==> config.mk <==
export PLATFORM = sky130hd
export DESIGN_NAME = mita_top
export DESIGN_NICKNAME = d
export VERILOG_FILES = /design/src/rtl/mita_pkg.sv /design/src/rtl/mita_top.sv
export SDC_FILE = /design/constraint.sdc
export NUM_CORES = 1
export LEC_CHECK = 0
export ABC_AREA = 1
export BUFFER_PORTS_ARGS = -buffer_cell sky130_fd_sc_hd__buf_4
export CELL_PAD_IN_SITES_DETAIL_PLACEMENT = 0
export CELL_PAD_IN_SITES_GLOBAL_PLACEMENT = 1
export CORE_MARGIN = 1.5
export CORE_UTILIZATION = 41
export DETAILED_ROUTE_END_ITERATION = 12
export PLACE_DENSITY_LB_ADDON = 0.1
export SLEW_MARGIN = 20
export SYNTH_ARGS = -nofsm -noshare
export SYNTH_HDL_FRONTEND = slang
export SYNTH_SLANG_ARGS = --single-unit
==> constraint.sdc <==
create_clock -name REF_CLK_I -period 4.55 [get_ports REF_CLK_I]
set_clock_uncertainty 0.15 [all_clocks]
set_input_delay 0.455 -clock REF_CLK_I [delete_from_list [all_inputs] [get_ports REF_CLK_I]]
set_output_delay 0.455 -clock REF_CLK_I [all_outputs]
set_load 0.05 [all_outputs]
==> src/rtl/mita_pkg.sv <==
// Purpose: Shared constants for the monitor interrupt and thermal alarm block
// Assumes: Register index n sits at APB byte address 4*n
// Notes: Register reset values, configuration field positions and timing figures live here; mita_top packs the status bits itself
package mita_pkg;
  localparam int APB_AW = 12;
  // Register indices
  localparam logic [7:0] IDX_CFG1 = 8'h40;
  localparam logic [7:0] IDX_ST1 = 8'h41;
  localparam logic [7:0] IDX_ST2 = 8'h42;
  localparam logic [7:0] IDX_MSK1 = 8'h43;
  localparam logic [7:0] IDX_MSK2 = 8'h44;
  localparam logic [7:0] IDX_CFG2 = 8'h4a;
  localparam logic [7:0] IDX_MIR1 = 8'h4c;
  localparam logic [7:0] IDX_MIR2 = 8'h4d;
  localparam logic [7:0] IDX_ALERT = 8'h80;
  // Reset values
  localparam logic [7:0] RST_CFG1 = 8'h08;
  localparam logic [7:0] RST_ZERO = 8'h00;
  localparam logic [7:0] RST_ALERT = 8'h20;
  // Configuration fields
  localparam int C1_INT_EN = 1;
  localparam int C1_THERMAL_ALARM_N_EN = 2;
  localparam int C1_INT_CLR = 3;
  localparam int C1_RST_PULSE = 4;
  localparam int C1_THERMAL_ALARM_CLEAR = 6;
  localparam int C2_THERMAL_ALARM_N_MASK = 0;
  localparam int C2_ACPI = 3;
  localparam int AL_ENABLE = 6;
  // Temperature-related status bits, gated by the thermal mask
  localparam logic [7:0] THERMAL_BITS1 = 8'h30;
  localparam logic [7:0] THERMAL_BITS2 = 8'h30;
  localparam logic [7:0] ALL_ONES = 8'hff;
  // Channel counts and fault queue depth
  localparam int NUM_TEMP = 3;
  localparam int NUM_VF = 10;
  localparam int FAULT_DEPTH = 3;
  // Timing
  localparam int CLK_PERIOD_NS = 4;
  localparam int RST_PULSE_MS = 20;
  localparam int RST_PULSE_CYC =
    (RST_PULSE_MS * 1000000 + CLK_PERIOD_NS - 1) / CLK_PERIOD_NS;
  localparam int RECOVER_CYC = 3;
  localparam int STRAP_WAIT = 3;
  localparam logic [2:0] SYNC_RST = 3'b011;
  // Reset pin sequencer
  typedef enum logic [2:0] {
    RP_IDLE = 3'b001,
    RP_PULSE = 3'b010,
    RP_RECOVER = 3'b100
  } mita_rp_type;
endpackage

==> src/rtl/mita_top.sv <==
// Purpose: Interrupt, status and thermal alarm logic of a hardware monitor
// Assumes: Limit comparisons arrive with CONV_DONE_I on REF_CLK_I
// Notes: Registers over APB, one word each; alarm and reset pins as three wires, interrupt as two
//
// Local design decision: the APB register port.
`timescale 1ns/1ps
module mita_top #(
  parameter int RST_PULSE_CYCLES = mita_pkg::RST_PULSE_CYC,
  parameter int FAULT_DEPTH = mita_pkg::FAULT_DEPTH
) (
  input wire logic REF_CLK_I, // Device clock
  input wire logic RST_I, // Asynchronous reset, active high
  input wire logic CE_I, // Clock enable, freezes state when low
  input wire logic PSEL_I, // APB select
  input wire logic PENABLE_I, // APB enable
  input wire logic PWRITE_I, // APB direction
  input wire logic [mita_pkg::APB_AW-1:0] PADDR_I, // APB byte address
  input wire logic [31:0] PWDATA_I, // APB write data
  output logic [31:0] PRDATA_O, // APB read data
  output logic PREADY_O, // APB ready
  output logic PSLVERR_O, // APB error on unmapped address
  input wire logic CONV_DONE_I, // Conversion round completed pulse
  input wire logic [mita_pkg::NUM_VF-1:0] VF_OUT_I, // Voltage/fan out of limit
  input wire logic [mita_pkg::NUM_TEMP-1:0] TEMP_HI_I, // Above high limit
  input wire logic [mita_pkg::NUM_TEMP-1:0] TEMP_LO_I, // Below low limit
  input wire logic [mita_pkg::NUM_TEMP-1:0] TEMP_HW_I, // Above hw or 126
  input wire logic [mita_pkg::NUM_TEMP-1:0] TEMP_HW_OK_I, // 5 below hw
  input wire logic ARA_ACK_I, // Alert response address acknowledged
  input wire logic THERMAL_ALARM_N_I, // Alarm pin level
  output logic THERMAL_ALARM_N_O, // Alarm pin drive value
  output logic THERMAL_ALARM_N_OE_N_O, // Alarm pin enable, low drives
  output logic INT_N_O, // Interrupt pin drive value
  output logic INT_N_OE_N_O, // Interrupt pin enable, low drives
  input wire logic RESET_N_I, // Reset pin level
  output logic RESET_N_O, // Reset pin drive value
  output logic RESET_N_OE_N_O, // Reset pin enable, low drives
  input wire logic DAC_PIN_TREE_IN_I, // Tree test strap level
  output logic FAN_DAC_OUT_FULL_O, // Force fan output to full scale
  output logic LOOP_RUN_O, // Monitoring loop may run
  output logic ALERT_PENDING_O, // Device answers alert response
  output logic TREE_MODE_O // Tree test mode active
);
  import mita_pkg::*;

  localparam int FQW = $clog2(FAULT_DEPTH + 1);

  // Parameter checks
  if (FAULT_DEPTH < 1 || FAULT_DEPTH > 7) begin : g_bad_depth
    $error("FAULT_DEPTH out of range");
  end
  if (RST_PULSE_CYCLES < 1) begin : g_bad_pulse
    $error("RST_PULSE_CYCLES must be positive");
  end

  logic [7:0] cfg1_r, cfg2_r, msk1_r, msk2_r, alert_r, st1_r, st2_r;
  logic [7:0] cfg1_nxt, st1_nxt, st2_nxt;
  logic [2:0] sync1_r, sync2_r;
  logic drive_low_r;
  logic alarm_r, alarm_nxt;
  logic [1:0] alarm_d_r; // Own drive history, spans the synchroniser lag
  logic ext_low_d_r, hw_irq_r, hw_irq_nxt, ara_done_r;
  logic [NUM_TEMP-1:0] hw_hold_r, hw_hold_nxt;
  logic [FQW-1:0] fq_cnt_r [1:NUM_TEMP-1];
  logic [NUM_TEMP-1:0] qual;
  mita_rp_type rp_state_r, rp_state_nxt;
  logic [31:0] rp_cnt_r;
  logic [1:0] strap_cnt_r;
  logic tree_r, strap_done_r;

  // Pin synchronisers: alarm, reset pin, strap
  always_ff @(posedge REF_CLK_I or posedge RST_I) begin
    if (RST_I) begin
      sync1_r <= SYNC_RST;
      sync2_r <= SYNC_RST;
    end else if (CE_I) begin
      sync1_r <= {DAC_PIN_TREE_IN_I, RESET_N_I, THERMAL_ALARM_N_I};
      sync2_r <= sync1_r;
    end
  end

  wire alarm_pin_s = sync2_r[0];
  wire reset_pin_s = sync2_r[1];
  wire strap_s = sync2_r[2];

  // APB decode; only word aligned indices in the low 1 KiB hit
  wire [7:0] idx = PADDR_I[9:2];
  wire addr_ok = (PADDR_I[APB_AW-1:10] == '0) && (PADDR_I[1:0] == 2'b00);
  wire hit_cfg1 = addr_ok && idx == IDX_CFG1;
  wire hit_cfg2 = addr_ok && idx == IDX_CFG2;
  wire hit_st1 = addr_ok && idx == IDX_ST1;
  wire hit_st2 = addr_ok && idx == IDX_ST2;
  wire hit_msk1 = addr_ok && idx == IDX_MSK1;
  wire hit_msk2 = addr_ok && idx == IDX_MSK2;
  wire hit_mir1 = addr_ok && idx == IDX_MIR1;
  wire hit_mir2 = addr_ok && idx == IDX_MIR2;
  wire hit_alert = addr_ok && idx == IDX_ALERT;
  wire mapped = hit_cfg1 | hit_cfg2 | hit_st1 | hit_st2 | hit_msk1 |
    hit_msk2 | hit_mir1 | hit_mir2 | hit_alert;
  wire acc_first = PSEL_I & PENABLE_I & ~PREADY_O;
  wire acc_done = PSEL_I & PENABLE_I & PREADY_O;
  wire wr_ok = acc_done & PWRITE_I;
  wire rd_st1 = acc_done & ~PWRITE_I & hit_st1;
  wire rd_st2 = acc_done & ~PWRITE_I & hit_st2;
  wire [7:0] rd_byte = ({8{hit_cfg1}} & cfg1_r) |
    ({8{hit_cfg2}} & cfg2_r) |
    ({8{hit_st1 | hit_mir1}} & st1_r) |
    ({8{hit_st2 | hit_mir2}} & st2_r) |
    ({8{hit_msk1}} & msk1_r) | ({8{hit_msk2}} & msk2_r) |
    ({8{hit_alert}} & alert_r);

  // APB answer: one wait state so read data comes from a flop
  always_ff @(posedge REF_CLK_I or posedge RST_I) begin
    if (RST_I) begin
      PREADY_O <= 1'b0;
      PSLVERR_O <= 1'b0;
      PRDATA_O <= 32'h0000_0000;
    end else if (CE_I) begin
      PREADY_O <= acc_first;
      PSLVERR_O <= acc_first & ~mapped;
      if (acc_first) begin
        PRDATA_O <= {24'h00_0000, PWRITE_I ? 8'h00 : rd_byte};
      end
    end
  end

  // Loop runs only while the line clear bit is low
  wire loop_run = ~cfg1_r[C1_INT_CLR];
  wire conv = CONV_DONE_I & loop_run;

  // Fault queue for external channels; internal channel passes straight
  assign qual[0] = 1'b1;
  for (genvar c = 1; c < NUM_TEMP; c++) begin : g_fq
    wire bad = TEMP_HI_I[c] | TEMP_LO_I[c] | TEMP_HW_I[c];
    wire [FQW-1:0] cnt_nxt = ~bad ? '0 :
      (fq_cnt_r[c] == FQW'(FAULT_DEPTH)) ? fq_cnt_r[c] :
      FQW'(fq_cnt_r[c] + 1'b1);
    assign qual[c] = (cnt_nxt == FQW'(FAULT_DEPTH));
    always_ff @(posedge REF_CLK_I or posedge RST_I) begin
      if (RST_I) begin
        fq_cnt_r[c] <= '0;
      end else if (CE_I && conv) begin
        fq_cnt_r[c] <= cnt_nxt;
      end
    end
  end

  wire [NUM_TEMP-1:0] hi_q = TEMP_HI_I & qual;
  wire [NUM_TEMP-1:0] lo_q = TEMP_LO_I & qual;
  wire [NUM_TEMP-1:0] hw_q = TEMP_HW_I & qual;
  wire [NUM_TEMP-1:0] t_q = hi_q | lo_q;

  // External alarm low, blind while driving and two cycles after release
  wire ext_low = ~alarm_pin_s & ~alarm_r & ~|alarm_d_r;
  wire thermal_alarm_n_set = ext_low & (~ext_low_d_r | conv);

  // Status set terms; masks play no part here
  wire [7:0] set1 = conv ? {VF_OUT_I[9:8], t_q[1], t_q[0], VF_OUT_I[3:0]}
    : 8'h00;
  wire [7:0] set2 = {2'b00, conv & t_q[2], thermal_alarm_n_set,
    conv ? VF_OUT_I[7:4] : 4'h0};
  // One good external reading drops its temperature bit
  wire [7:0] good1 = {2'b00, conv & ~(TEMP_HI_I[1] | TEMP_LO_I[1]), 5'h00};
  wire [7:0] good2 = {2'b00, conv & ~(TEMP_HI_I[2] | TEMP_LO_I[2]), 5'h00};
  assign st1_nxt = (st1_r & ~(rd_st1 ? ALL_ONES : RST_ZERO) & ~good1)
    | set1;
  assign st2_nxt = (st2_r & ~(rd_st2 ? ALL_ONES : RST_ZERO) & ~good2)
    | set2;

  // Hardware limit holds release only on a 5 degree return
  always_comb begin
    hw_hold_nxt = hw_hold_r;
    for (int c = 0; c < NUM_TEMP; c++) begin
      if (conv && hw_q[c]) begin
        hw_hold_nxt[c] = 1'b1;
      end else if (conv && TEMP_HW_OK_I[c]) begin
        hw_hold_nxt[c] = 1'b0;
      end
    end
  end

  // Alarm output; read release may re-arm, clear bit holds it off
  wire alarm_off = ~cfg1_r[C1_THERMAL_ALARM_N_EN] |
    cfg1_r[C1_THERMAL_ALARM_CLEAR];
  wire any_hold = |hw_hold_nxt;
  wire dflt_set = conv & |(t_q | hw_q);
  wire dflt_rel = (rd_st1 & ~any_hold) |
    (conv & ~|hi_q & ~any_hold);
  always_comb begin
    if (alarm_off) begin
      alarm_nxt = 1'b0;
    end else if (cfg2_r[C2_ACPI]) begin
      alarm_nxt = any_hold;
    end else if (dflt_set) begin
      alarm_nxt = 1'b1;
    end else if (dflt_rel) begin
      alarm_nxt = 1'b0;
    end else begin
      alarm_nxt = alarm_r;
    end
  end

  // Fan full on hardware hold or external alarm, mode regardless
  wire fan_full = any_hold | ext_low;

  // Hardware temperature interrupt ignores status reads
  wire hw_rel = cfg2_r[C2_THERMAL_ALARM_N_MASK] | cfg1_r[C1_INT_CLR] |
    ~cfg1_r[C1_INT_EN];
  assign hw_irq_nxt = (conv & |hw_q) | (hw_irq_r & ~hw_rel);

  // Interrupt request from unmasked status bits
  wire tmask = cfg2_r[C2_THERMAL_ALARM_N_MASK];
  wire [7:0] gate1 = ~msk1_r & ~(tmask ? THERMAL_BITS1 : RST_ZERO);
  wire [7:0] gate2 = ~msk2_r & ~(tmask ? THERMAL_BITS2 : RST_ZERO);
  wire src = |(st1_r & gate1) | |(st2_r & gate2) |
    (hw_irq_r & ~tmask);
  wire int_req = cfg1_r[C1_INT_EN] & ~cfg1_r[C1_INT_CLR] & src;
  wire alert_mode = alert_r[AL_ENABLE];
  wire int_drive = int_req &
    ~(alert_mode & (ara_done_r | ARA_ACK_I));

  // Reset pin sequencer
  wire pulse_end = (rp_state_r == RP_PULSE) &&
    (rp_cnt_r == 32'(RST_PULSE_CYCLES - 1));
  wire pulsing = (rp_state_r == RP_PULSE) && !pulse_end;
  wire soft_rst = (rp_state_r == RP_IDLE) && !reset_pin_s;
  always_comb begin
    case (rp_state_r)
      RP_IDLE: rp_state_nxt = cfg1_r[C1_RST_PULSE] ? RP_PULSE : RP_IDLE;
      RP_PULSE: rp_state_nxt = pulse_end ? RP_RECOVER : RP_PULSE;
      RP_RECOVER: rp_state_nxt =
        (rp_cnt_r == 32'(RECOVER_CYC - 1)) ? RP_IDLE : RP_RECOVER;
      default: rp_state_nxt = RP_IDLE;
    endcase
  end

  // Config 1: pulse bit held while pulsing, dropped at the end
  wire [7:0] cfg1_base = (wr_ok & hit_cfg1) ? PWDATA_I[7:0] : cfg1_r;
  wire [7:0] rp_bit = 8'(1) << C1_RST_PULSE;
  assign cfg1_nxt = pulsing ? (cfg1_base | rp_bit) :
    pulse_end ? (cfg1_base & ~rp_bit) : cfg1_base;

  // Sequencer state and counter
  always_ff @(posedge REF_CLK_I or posedge RST_I) begin
    if (RST_I) begin
      rp_state_r <= RP_IDLE;
      rp_cnt_r <= 32'h0000_0000;
    end else if (CE_I) begin
      rp_state_r <= rp_state_nxt;
      rp_cnt_r <= (rp_state_nxt != rp_state_r) ? 32'h0000_0000 :
        rp_cnt_r + 32'h0000_0001;
    end
  end

  // Software registers; a low reset pin in RP_IDLE restores every default
  always_ff @(posedge REF_CLK_I or posedge RST_I) begin
    if (RST_I) begin
      cfg1_r <= RST_CFG1;
      cfg2_r <= RST_ZERO;
      msk1_r <= RST_ZERO;
      msk2_r <= RST_ZERO;
      alert_r <= RST_ALERT;
      st1_r <= RST_ZERO;
      st2_r <= RST_ZERO;
    end else if (CE_I) begin
      if (soft_rst) begin
        cfg1_r <= RST_CFG1;
        cfg2_r <= RST_ZERO;
        msk1_r <= RST_ZERO;
        msk2_r <= RST_ZERO;
        alert_r <= RST_ALERT;
        st1_r <= RST_ZERO;
        st2_r <= RST_ZERO;
      end else begin
        cfg1_r <= cfg1_nxt;
        if (wr_ok && hit_cfg2) cfg2_r <= PWDATA_I[7:0];
        if (wr_ok && hit_msk1) msk1_r <= PWDATA_I[7:0];
        if (wr_ok && hit_msk2) msk2_r <= PWDATA_I[7:0];
        if (wr_ok && hit_alert) alert_r <= PWDATA_I[7:0];
        st1_r <= st1_nxt;
        st2_r <= st2_nxt;
      end
    end
  end

  // Alarm, hold and interrupt state
  always_ff @(posedge REF_CLK_I or posedge RST_I) begin
    if (RST_I) begin
      alarm_r <= 1'b0;
      alarm_d_r <= 2'b00;
      ext_low_d_r <= 1'b0;
      hw_hold_r <= '0;
      hw_irq_r <= 1'b0;
      ara_done_r <= 1'b0;
    end else if (CE_I) begin
      alarm_r <= alarm_nxt & ~soft_rst;
      alarm_d_r <= {alarm_d_r[0], alarm_r}; // Covers synchroniser lag
      ext_low_d_r <= ext_low;
      hw_hold_r <= hw_hold_nxt;
      hw_irq_r <= hw_irq_nxt & ~soft_rst;
      ara_done_r <= int_req &
        (ara_done_r | (ARA_ACK_I & alert_mode));
    end
  end

  // Tree test strap caught after the synchroniser has filled
  always_ff @(posedge REF_CLK_I or posedge RST_I) begin
    if (RST_I) begin
      strap_cnt_r <= 2'b00;
      strap_done_r <= 1'b0;
      tree_r <= 1'b0;
    end else if (CE_I) begin
      if (!strap_done_r) begin
        strap_cnt_r <= 2'(strap_cnt_r + 1'b1);
        if (strap_cnt_r == 2'(STRAP_WAIT - 1)) begin
          strap_done_r <= 1'b1;
          tree_r <= strap_s;
        end
      end else if (acc_done) begin
        tree_r <= 1'b0;
      end
    end
  end

  // Pin and status outputs, all from flops
  always_ff @(posedge REF_CLK_I or posedge RST_I) begin
    if (RST_I) begin
      drive_low_r <= 1'b0;
      INT_N_OE_N_O <= 1'b1;
      THERMAL_ALARM_N_OE_N_O <= 1'b1;
      RESET_N_OE_N_O <= 1'b1;
      FAN_DAC_OUT_FULL_O <= 1'b0;
      LOOP_RUN_O <= 1'b0;
      ALERT_PENDING_O <= 1'b0;
      TREE_MODE_O <= 1'b0;
    end else if (CE_I) begin
      drive_low_r <= 1'b0;
      INT_N_OE_N_O <= ~int_drive;
      THERMAL_ALARM_N_OE_N_O <= ~(alarm_nxt & ~soft_rst);
      RESET_N_OE_N_O <= ~pulsing;
      FAN_DAC_OUT_FULL_O <= fan_full;
      LOOP_RUN_O <= loop_run;
      ALERT_PENDING_O <= alert_mode & int_drive;
      TREE_MODE_O <= tree_r;
    end
  end

  // Open-drain pins only ever pull low
  assign INT_N_O = drive_low_r;
  assign THERMAL_ALARM_N_O = drive_low_r;
  assign RESET_N_O = drive_low_r;
endmodule // mita_top

---- After elaboration in Yosys (flattened, before gate mapping) ----
Index checks and enable logic that the tools add are counted.
Widths: inputs -> output; s select.
word-level totals
  output and inout port bits .............. 44
  register bits ........................... 131
  word-level logic and storage cells ...... 265
  input port bits ......................... 77
cells by class
  reductions and logical operators ........ 51
  $add $sub $neg .......................... 4
  mux-type cells .......................... 44
  equality and inequality tests ........... 21
  bitwise logic cells ..................... 112
operators with widths
  operator               number
  $mux 8                 16
  $and 8x8->8            15
  $eq 8x7->1 const B     8
  $or 8x8->8             7
  $add 32x1->32 const B  1
  $and 1x1->1            32
  $eq 32x2->1 const B    1
  $eq 32x23->1 const B   1
  $mux 32                1
  $not 8->8              4
  $or 1x1->1             25
  $logic_and 1x1->1      24
  $not 6->8              3
  $not 1->1              20
  $reduce_or 8->1        2
  $mux 1                 15
  $reduce_and 2->1       7
  $reduce_or 3->1        4
  $eq 2x2->1 const B     5
  $mux 2                 5
  $mux 5                 2
  $reduce_bool 2->1      5
  $and 3x3->3            3
  $pmux 3 s3             1
  17 further kinds       25

---- Depth between registers and ports, before layout ----
Gate-level depths: netlist of run 1.
  word-level depth ........................ 17
  depth in mapped cells ................... 13
  gate-level depth less buffers ........... 12

---- Least setup slack after synthesis of run 1 ----
Ideal clock, no wire load.
  path type ............................... register to register
  from .................................... register PREADY_O
  to ...................................... register msk1_r[5]
  data required time ...................... 4275 ps
  period minus slack after synthesis ...... 1950 ps
  slack ................................... 2600 ps
  path buffers ............................ 0
  data arrival time ....................... 1675 ps
  library setup time ...................... 125 ps
  cell stages (with the launch flop) ...... 5
  path through ............................ dfrtp_1 -> nand3_1 -> nand3b_1 -> a21oi_4 -> mux2_2
between the ends
  longest elaborated chain between the ends .. 5
ends and longest elaborated chain
  what                                RTL line         RTL
  start: declaration                  mita_top.sv:20   output logic PREADY_O,
  start signal: assignment            mita_top.sv:118  PREADY_O <= acc_first;
  $and 1x1->1                         mita_top.sv:100  wire acc_done = PSEL_I & PENABLE_I & PREADY_O;
  $and 1x1->1                         mita_top.sv:101  wire wr_ok = acc_done & PWRITE_I;
  $logic_and 1x1->1                   mita_top.sv:276  if (wr_ok && hit_msk1) msk1_r <= PWDATA_I[7:0];
  $reduce_bool 2->1 (no source line)  --
  $reduce_and 2->1 (no source line)   --
  end signal: assignment              mita_top.sv:276
  end: declaration                    mita_top.sv:55   logic [7:0] cfg1_r, cfg2_r, msk1_r, msk2_r, alert_r, st1_r, st2_r;
No other way between the ends.
A chain may end at the register's enable or synchronous reset.

---- Worst setup path after layout of run 1 ----
  from .................................... register rp_state_r[0]
  to ...................................... register rp_cnt_r[0]
between the ends
  longest elaborated chain between the ends .. 6
  elaborated cells between the ends (all ways) .. 8
  classes of those cells .................. eq/ne (4); mux (3); reduce/logical (1)
ends and longest elaborated chain
  what                      RTL line                          RTL
  start: declaration        mita_top.sv:65                    mita_rp_type rp_state_r, rp_state_nxt;
  start signal: assignment  mita_top.sv:248                   rp_state_r <= rp_state_nxt;
  $eq 3x2->1                mita_top.sv:222, mita_top.sv:227
  $logic_and 1x1->1         mita_top.sv:222                   wire pulse_end = (rp_state_r == RP_PULSE) &&
  $mux 3                    mita_top.sv:229                   RP_PULSE: rp_state_nxt = pulse_end ? RP_RECOVER : RP_PULSE;
  $pmux 3 s3                mita_top.sv:227                   case (rp_state_r)
  $ne 3x3->1 *              mita_top.sv:249                   rp_cnt_r <= (rp_state_nxt != rp_state_r) ? 32'h0000_0000 :
  $mux 32 *                 mita_top.sv:249
  end signal: assignment    mita_top.sv:249
  end: declaration          mita_top.sv:66                    logic [31:0] rp_cnt_r;
Every way passes the cells marked *; elsewhere a longest branch is shown, timed or not.

==> results of run 1 <==
## sequential cells by signal (all words and copies together) (netlist names), 2 cells and up
signal       count
alarm_d_r        2
alert_r          8
sync1_r          3
hw_hold_r        3
strap_cnt_r      2
rp_state_r       3
rp_cnt_r        32
msk2_r           8
st2_r            8
msk1_r           8
cfg1_r           8
PRDATA_O         8
st1_r            8
sync2_r          3
fq_cnt_r         4
cfg2_r           8
## path summary, 6_finish.rpt
kind | to | slack, ns | cells after the start
worst max-delay path | rp_cnt_r[0] | 2.04 | 10
worst min-delay path | sync1_r[0] | 0.10 | 3
worst max register to register | rp_cnt_r[0] | 2.04 | 10
worst min register to register | sync2_r[0] | 0.32 | 2
max in group asynchronous | PRDATA_O[1] | 2.77 | 5
min in group asynchronous | fq_cnt_r[2] | 0.44 | 3
## placed cells by master (no fill, tap or decap), types with 2 or more instances in the layout
cell / count
o21a_4: 2
clkinv_4: 2
xor2_1: 18
inv_6: 2
nor3_1: 17
buf_4: 72
dfrtp_1: 121
clkbuf_8: 2
nand3b_1: 3
clkinvlp_4: 4
bufinv_16: 2
o21ai_2: 3
a31oi_1: 6
mux2_2: 2
nor4_1: 2
inv_1: 115
a21oi_1: 51
nand2_2: 2
o21ai_0: 77
clkbuf_16: 17
nor2_1: 124
nand3_1: 59
clkinv_2: 3
nor2_4: 3
inv_2: 6
dfstp_2: 10
o22ai_1: 3
xnor2_1: 8
nor2_2: 5
conb_1: 27
nand4_1: 15
ha_1: 3
nand2_1: 228
o221ai_1: 2
o31ai_1: 2
o21ai_1: 7
## logic make-up (layout without fill, tap and decap cells)
kind of cell	after synthesis	in the layout	share of synthesized area
AND/OR/NAND/NOR	465	465	0.272
buffers and inverters	175	229	0.115
AO/OA/AOI/OAI	161	161	0.123
flip-flops	131	131	0.451
XOR/XNOR	26	26	0.0312
adder cells (fa/ha/maj)	3	3	0.00514
multiplexers	2	2	0.00308
other	1	27	0.000514
## cell type report
class	count	area, um2
Fill cell	1793	8880
Sequential cell	131	3290
Multi-Input combinational cell	684	3270
Timing Repair Buffer	74	578
Inverter	123	467
Clock buffer	20	457
Tap cell	225	282
Clock inverter	12	131
## metal layers
layer  vias up  part of all wire  wire length, um
met4         0             0.014              273
li1       3164                 -                -
met3        22             0.048              931
met5         -                 0                0
met1      2931              0.50             9860
met2       169              0.43             8480
## power groups by stage
stage | combinational [mW] | sequential, mW | clock [mW]
after floorplan | 0.799 | 1.72 | 0
after global placement | 1.06 | 1.71 | 0
after detailed placement | 1.08 | 1.72 | 0
after CTS | 1.08 | 1.70 | 1.40
after global routing | 1.22 | 1.75 | 1.46
final | 1.08 | 1.71 | 1.37
## Yosys cell counts, types with 7 or more instances
| master | number | area (um2) |
|---|---|---|
| o21ai_0 | 77 | 385 |
| xnor2_1 | 8 | 70.1 |
| dfrtp_1 | 121 | 3030 |
| nand4_1 | 15 | 93.8 |
| nand2_1 | 228 | 856 |
| dfstp_2 | 10 | 263 |
| buf_4 | 29 | 218 |
| nand3_1 | 59 | 295 |
| xor2_1 | 18 | 158 |
| inv_1 | 116 | 435 |
| o21ai_1 | 7 | 35.0 |
| a21oi_1 | 51 | 255 |
| nor3_1 | 17 | 85.1 |
| nor2_1 | 125 | 469 |
## what timing repair did
action,CTS,global route
hold buffers,0,1
buffers inserted,0,0
endpoints found under the hold margin,0,31
## metrics by stage
stage	hold WS [ns]	total power [mW]	setup slack (ns)	area (um2)	util
finish	0.102	4.16	2.04	8480	0.488
global route	0.120	4.43	1.75	8480	0.488
CTS	0.0862	4.19	2.01	8440	0.486
detailed placement	0.310	2.79	1.76	7850	0.452
global placement	0.303	2.77	1.79	7850	0.452
floorplan	0.293	2.52	0.464	7400	-
## worst register-to-register path: cells and delay by family, from the launching register on
kind | cells | cell delay [ns]
flip-flops | 1 | 0.56
buffers and inverters | 2 | 0.17
AO/OA/AOI/OAI | 2 | 0.45
AND/OR/NAND/NOR | 6 | 1.06
==> flow_summary.json, run 1 <==
{
  "outcome": "finished clean",
  "antenna_found_initial": 0,
  "min_from": "THERMAL_ALARM_N_I",
  "synth_cell_type_count": 51,
  "cts_max_level": 4,
  "grt_pass1_vias": 6041,
  "clkPwrFrac": 0.330,
  "r2r-start": "rp_state_r[0]",
  "synth-async-reset-ratio": 1.00,
  "grt_overflow": 0,
  "path_cells": "inv_1 > nor2_1 > nand2_1 > nand3_1 > o21ai_1 > inv_1 > nand2_1 > nand3_1 > nand3_2 > o21ai_0",
  "clock_latency_ns": 0.42,
  "syn_area_um2": 7300,
  "cp-startpoint": "rp_state_r[0]",
  "cp_top_family": "simple AND/OR/NAND/NOR gates",
  "fin_crit_sh": 0.551,
  "period_needed_ns": 2.51,
  "wl_per_cell_um": 15.4,
  "first_iter_violations": 348,
  "ant_nets": 0,
  "switching_share": 0.358,
  "yosysSeqAreaShare": 0.451,
  "final_nets": 1111,
  "met1_usage": 0.329,
  "drive_gt1_frac": 0.140,
  "worst_pin_slew_ns": 0.788,
  "grt_setup_unrepaired": "no",
  "cts-buffers-inserted": 17,
  "via_per_inst": 4.95,
  "drv_slew": 0,
  "critPathRequiredTime_ns": 4.72,
  "hp-class": "in -> reg",
  "syn_inst": 964,
  "max-vdd-ir-drop_uv": 288,
  "wl_um": 19500,
  "relSlewSlack": 0.474,
  "grt_use_met2": 0.339,
  "die_w_um": 136,
  "dieArea_um2": 18600,
  "synth_seq_cells": 131,
  "yosys_warnings": 0,
  "synth_area_per_cell_um2": 7.57,
  "cts_tree": "done",
  "drc_errors": 0,
  "clkTransAtPathRegs_ns": 0.06,
  "critical_path_arrival_ns": 2.67,
  "path_class": "reg -> reg",
  "globalplace.congestion": 0.818,
  "place_inst": 1235,
  "io_pins": 121,
  "combPwrFrac": 0.259,
  "portBuffers": 69,
  "hold_violations": 0,
  "die_h_um": 136,
  "intPower_mw": 2.67,
  "p_sw_mw": 1.49,
  "num_rows": 48,
  "num_vias": 6286,
  "crit_path_end_kind": "flip-flop",
  "dpl.hpwl_um": 13700,
  "p_per_area_nw_per_um2": 491,
  "synth-edff-count": 0,
  "timing.fmax_mhz": 399,
  "finalNonFillerCells": 1269,
  "coreArea_um2": 17400,
  "use_met3": 0.0365,
  "slowest_stage": "nand3_2",
  "syn2layout_area_growth_pct": 16.1,
  "p_leak_nw": 4.06,
  "top_usage_layer": "met2",
  "root_buffer": "clkbuf_16",
  "final.setup.tns_ns": 0,
  "max_stage_delay_ns": 0.61,
  "setup_viol": 0,
  "n_antenna_cell": 0,
  "grt_pass1_wl_um": 31800,
  "ys.flop_type": "dfrtp_1",
  "startpoint_type": "flip-flop",
  "seqPwrFrac": 0.411,
  "track_usage": 0.224,
  "clock_path_buffers": 2,
  "crit_fanout": 32,
  "postCtsResizedCells": 0,
  "maxCapViolCount": 0,
  "cts_sinks": 131,
  "start_util": 0.421,
  "grt_max_degree": 108,
  "critical_path_buf_inv_count": 2,
  "first_pass_iters": 4
}
Note: power is estimated with default switching activity, not from simulation.
==> run 2, diff against run 1 <==
CORE_UTILIZATION = 37   (was 41)
clock period = 2.3 ns   (was 4.55 ns; I/O delays follow)
==> flow_summary.json, run 2 (same netlist as run 1, synthesis figures left out) <==
{
  "coreArea_um2": 19400,
  "cts_sinks": 131,
  "hp-class": "in -> reg",
  "timing.fmax_mhz": 459,
  "num_vias": 6378,
  "drive_gt1_frac": 0.155,
  "seqPwrFrac": 0.394,
  "final.setup.tns_ns": 0,
  "maxCapViolCount": 0,
  "crit_fanout": 36,
  "globalplace.congestion": 0.789,
  "critical_path_arrival_ns": 2.39,
  "worst_slack_ns": 0.123,
  "power_mw": 8.61,
  "postLayoutCoreUtil": 0.465,
  "first_iter_violations": 422,
  "fin_crit_sh": 0.946,
  "place_inst": 1299,
  "intPower_mw": 5.62,
  "syn2layout_area_growth_pct": 23.6,
  "layout_common_cells": "nand2_1, nor2_1, dfrtp_1",
  "worstSetupEndpoint": "hw_hold_r[2]",
  "grt_pass1_wl_um": 33000,
  "p_per_area_nw_per_um2": 954,
  "p_sw_mw": 2.99,
  "drv_slew": 0,
  "outcome": "finished clean",
  "cts-buffers-inserted": 17,
  "startpoint_type": "input pin",
  "worst_pin_slew_ns": 0.646,
  "switching_share": 0.347,
  "track_usage": 0.211,
  "final_nets": 1158,
  "max-vdd-ir-drop_uv": 517,
  "final_common_cell": "nand2_1",
  "period_needed_ns": 2.18,
  "reg2regPathDepth": 9,
  "r2r-start": "rp_cnt_r[1]",
  "path_class": "in -> reg",
  "portBuffers": 69,
  "cp-startpoint": "CE_I",
  "wl_per_cell_um": 15.0,
  "rr_endpoint": "rp_cnt_r[28]",
  "io_pins": 121,
  "combPwrFrac": 0.267,
  "p_leak_nw": 4.31,
  "clock_path_buffers": 2,
  "first_pass_iters": 5,
  "cts_tree": "done",
  "grt_max_degree": 39,
  "relSlewSlack": 0.569,
  "rrSetupSlack_ns": 0.20,
  "dpl.hpwl_um": 15100,
  "num_rows": 51,
  "whs_path_depth": 4,
  "grt_setup_unrepaired": "no",
  "start_util": 0.376,
  "clock_latency_ns": 0.43,
  "die_h_um": 143,
  "ant_nets": 0,
  "crit_path_end_kind": "flip-flop",
  "root_buffer": "clkbuf_16",
  "cts_max_level": 4,
  "hold_violations": 0,
  "n_antenna_cell": 0,
  "wl_um": 20300,
  "grt_overflow": 0,
  "dieArea_um2": 20600,
  "via_per_inst": 4.70,
  "top_register": "rp_cnt_r",
  "largest_reg_flops": 32,
  "antenna_found_initial": 0,
  "die_w_um": 143,
  "critPathRequiredTime_ns": 2.52,
  "clkPwrFrac": 0.339,
  "setup_viol": 0,
  "place_ws_ns": 0.0992,
  "grt_pass1_vias": 6201,
  "clkTransAtPathRegs_ns": 0.06,
  "drc_errors": 0,
  "finalNonFillerCells": 1356
}
-- run 2: cell count changes in the layout (fill, tap and decap cells not counted), sizes merged --
cell,previous run,this run
inv,123,122
clkinvlp,4,3
dlygate4sd3,1,25
bufinv,2,4
buf,73,96
-- run 2: power by group through the flow --
stage          Sequential (mW)  Combinational (mW)  Clock, mW
6_report                  3.39                2.30       2.92
5_1_grt                   3.48                2.60       3.08
4_1_cts                   3.39                2.33       2.97
3_5_place_dp              3.42                2.28          0
3_3_place_gp              3.41                2.26          0
2_1_floorplan             3.40                1.58          0
-- run 2: how the worst min path moves through the flow --
stage | startpoint | to
final | PWRITE_I | PRDATA_O[0]
after global routing | PWRITE_I | PRDATA_O[5]
after CTS | TEMP_HW_I[0] | hw_hold_r[0]
after detailed placement | RST_I | sync1_r[2]
after global placement | RST_I | sync1_r[2]
after floorplan | THERMAL_ALARM_N_I | sync1_r[0]
-- run 2: what timing repair did --
action                                  in CTS  in global routing
hold endpoints to repair                    35                  0
buffers inserted                             0                  0
hold buffers                                25                  0
resized for setup                            0                  2
endpoints found under the setup margin       0                  3
-- run 2: layout make-up --
type,count,area [um2]
repair buffers,121,1030
clock buffers,20,447
fillers,2046,10400
well taps,265,332
multi-input cells,684,3270
inverters,123,465
clock inverters,12,180
flip-flops and latches,131,3290
-- run 2: critical path, stage by stage --
cell	delay [ns]
dlygate4sd3_1	0.52
buf_4	0.15
buf_4	0.28
buf_4	0.42
nor2_1	0.09
a31oi_1	0.14
dlygate4sd3_1	0.55
-- run 2: routing by layer --
layer / track usage / wire, um
met1: 0.280 / 9570
met2: 0.347 / 9790
met3: 0.0420 / 565
met4: 0.0661 / 386
met5: 0 / 0
-- run 2: per-stage QoR --
stage	area (um2)	hold slack, ns
floorplan	7400	0.176
detailed placement	8140	0.133
global placement	8140	0.136
finish	9020	0.0183
CTS	9020	0.00577
global route	9020	0.0245
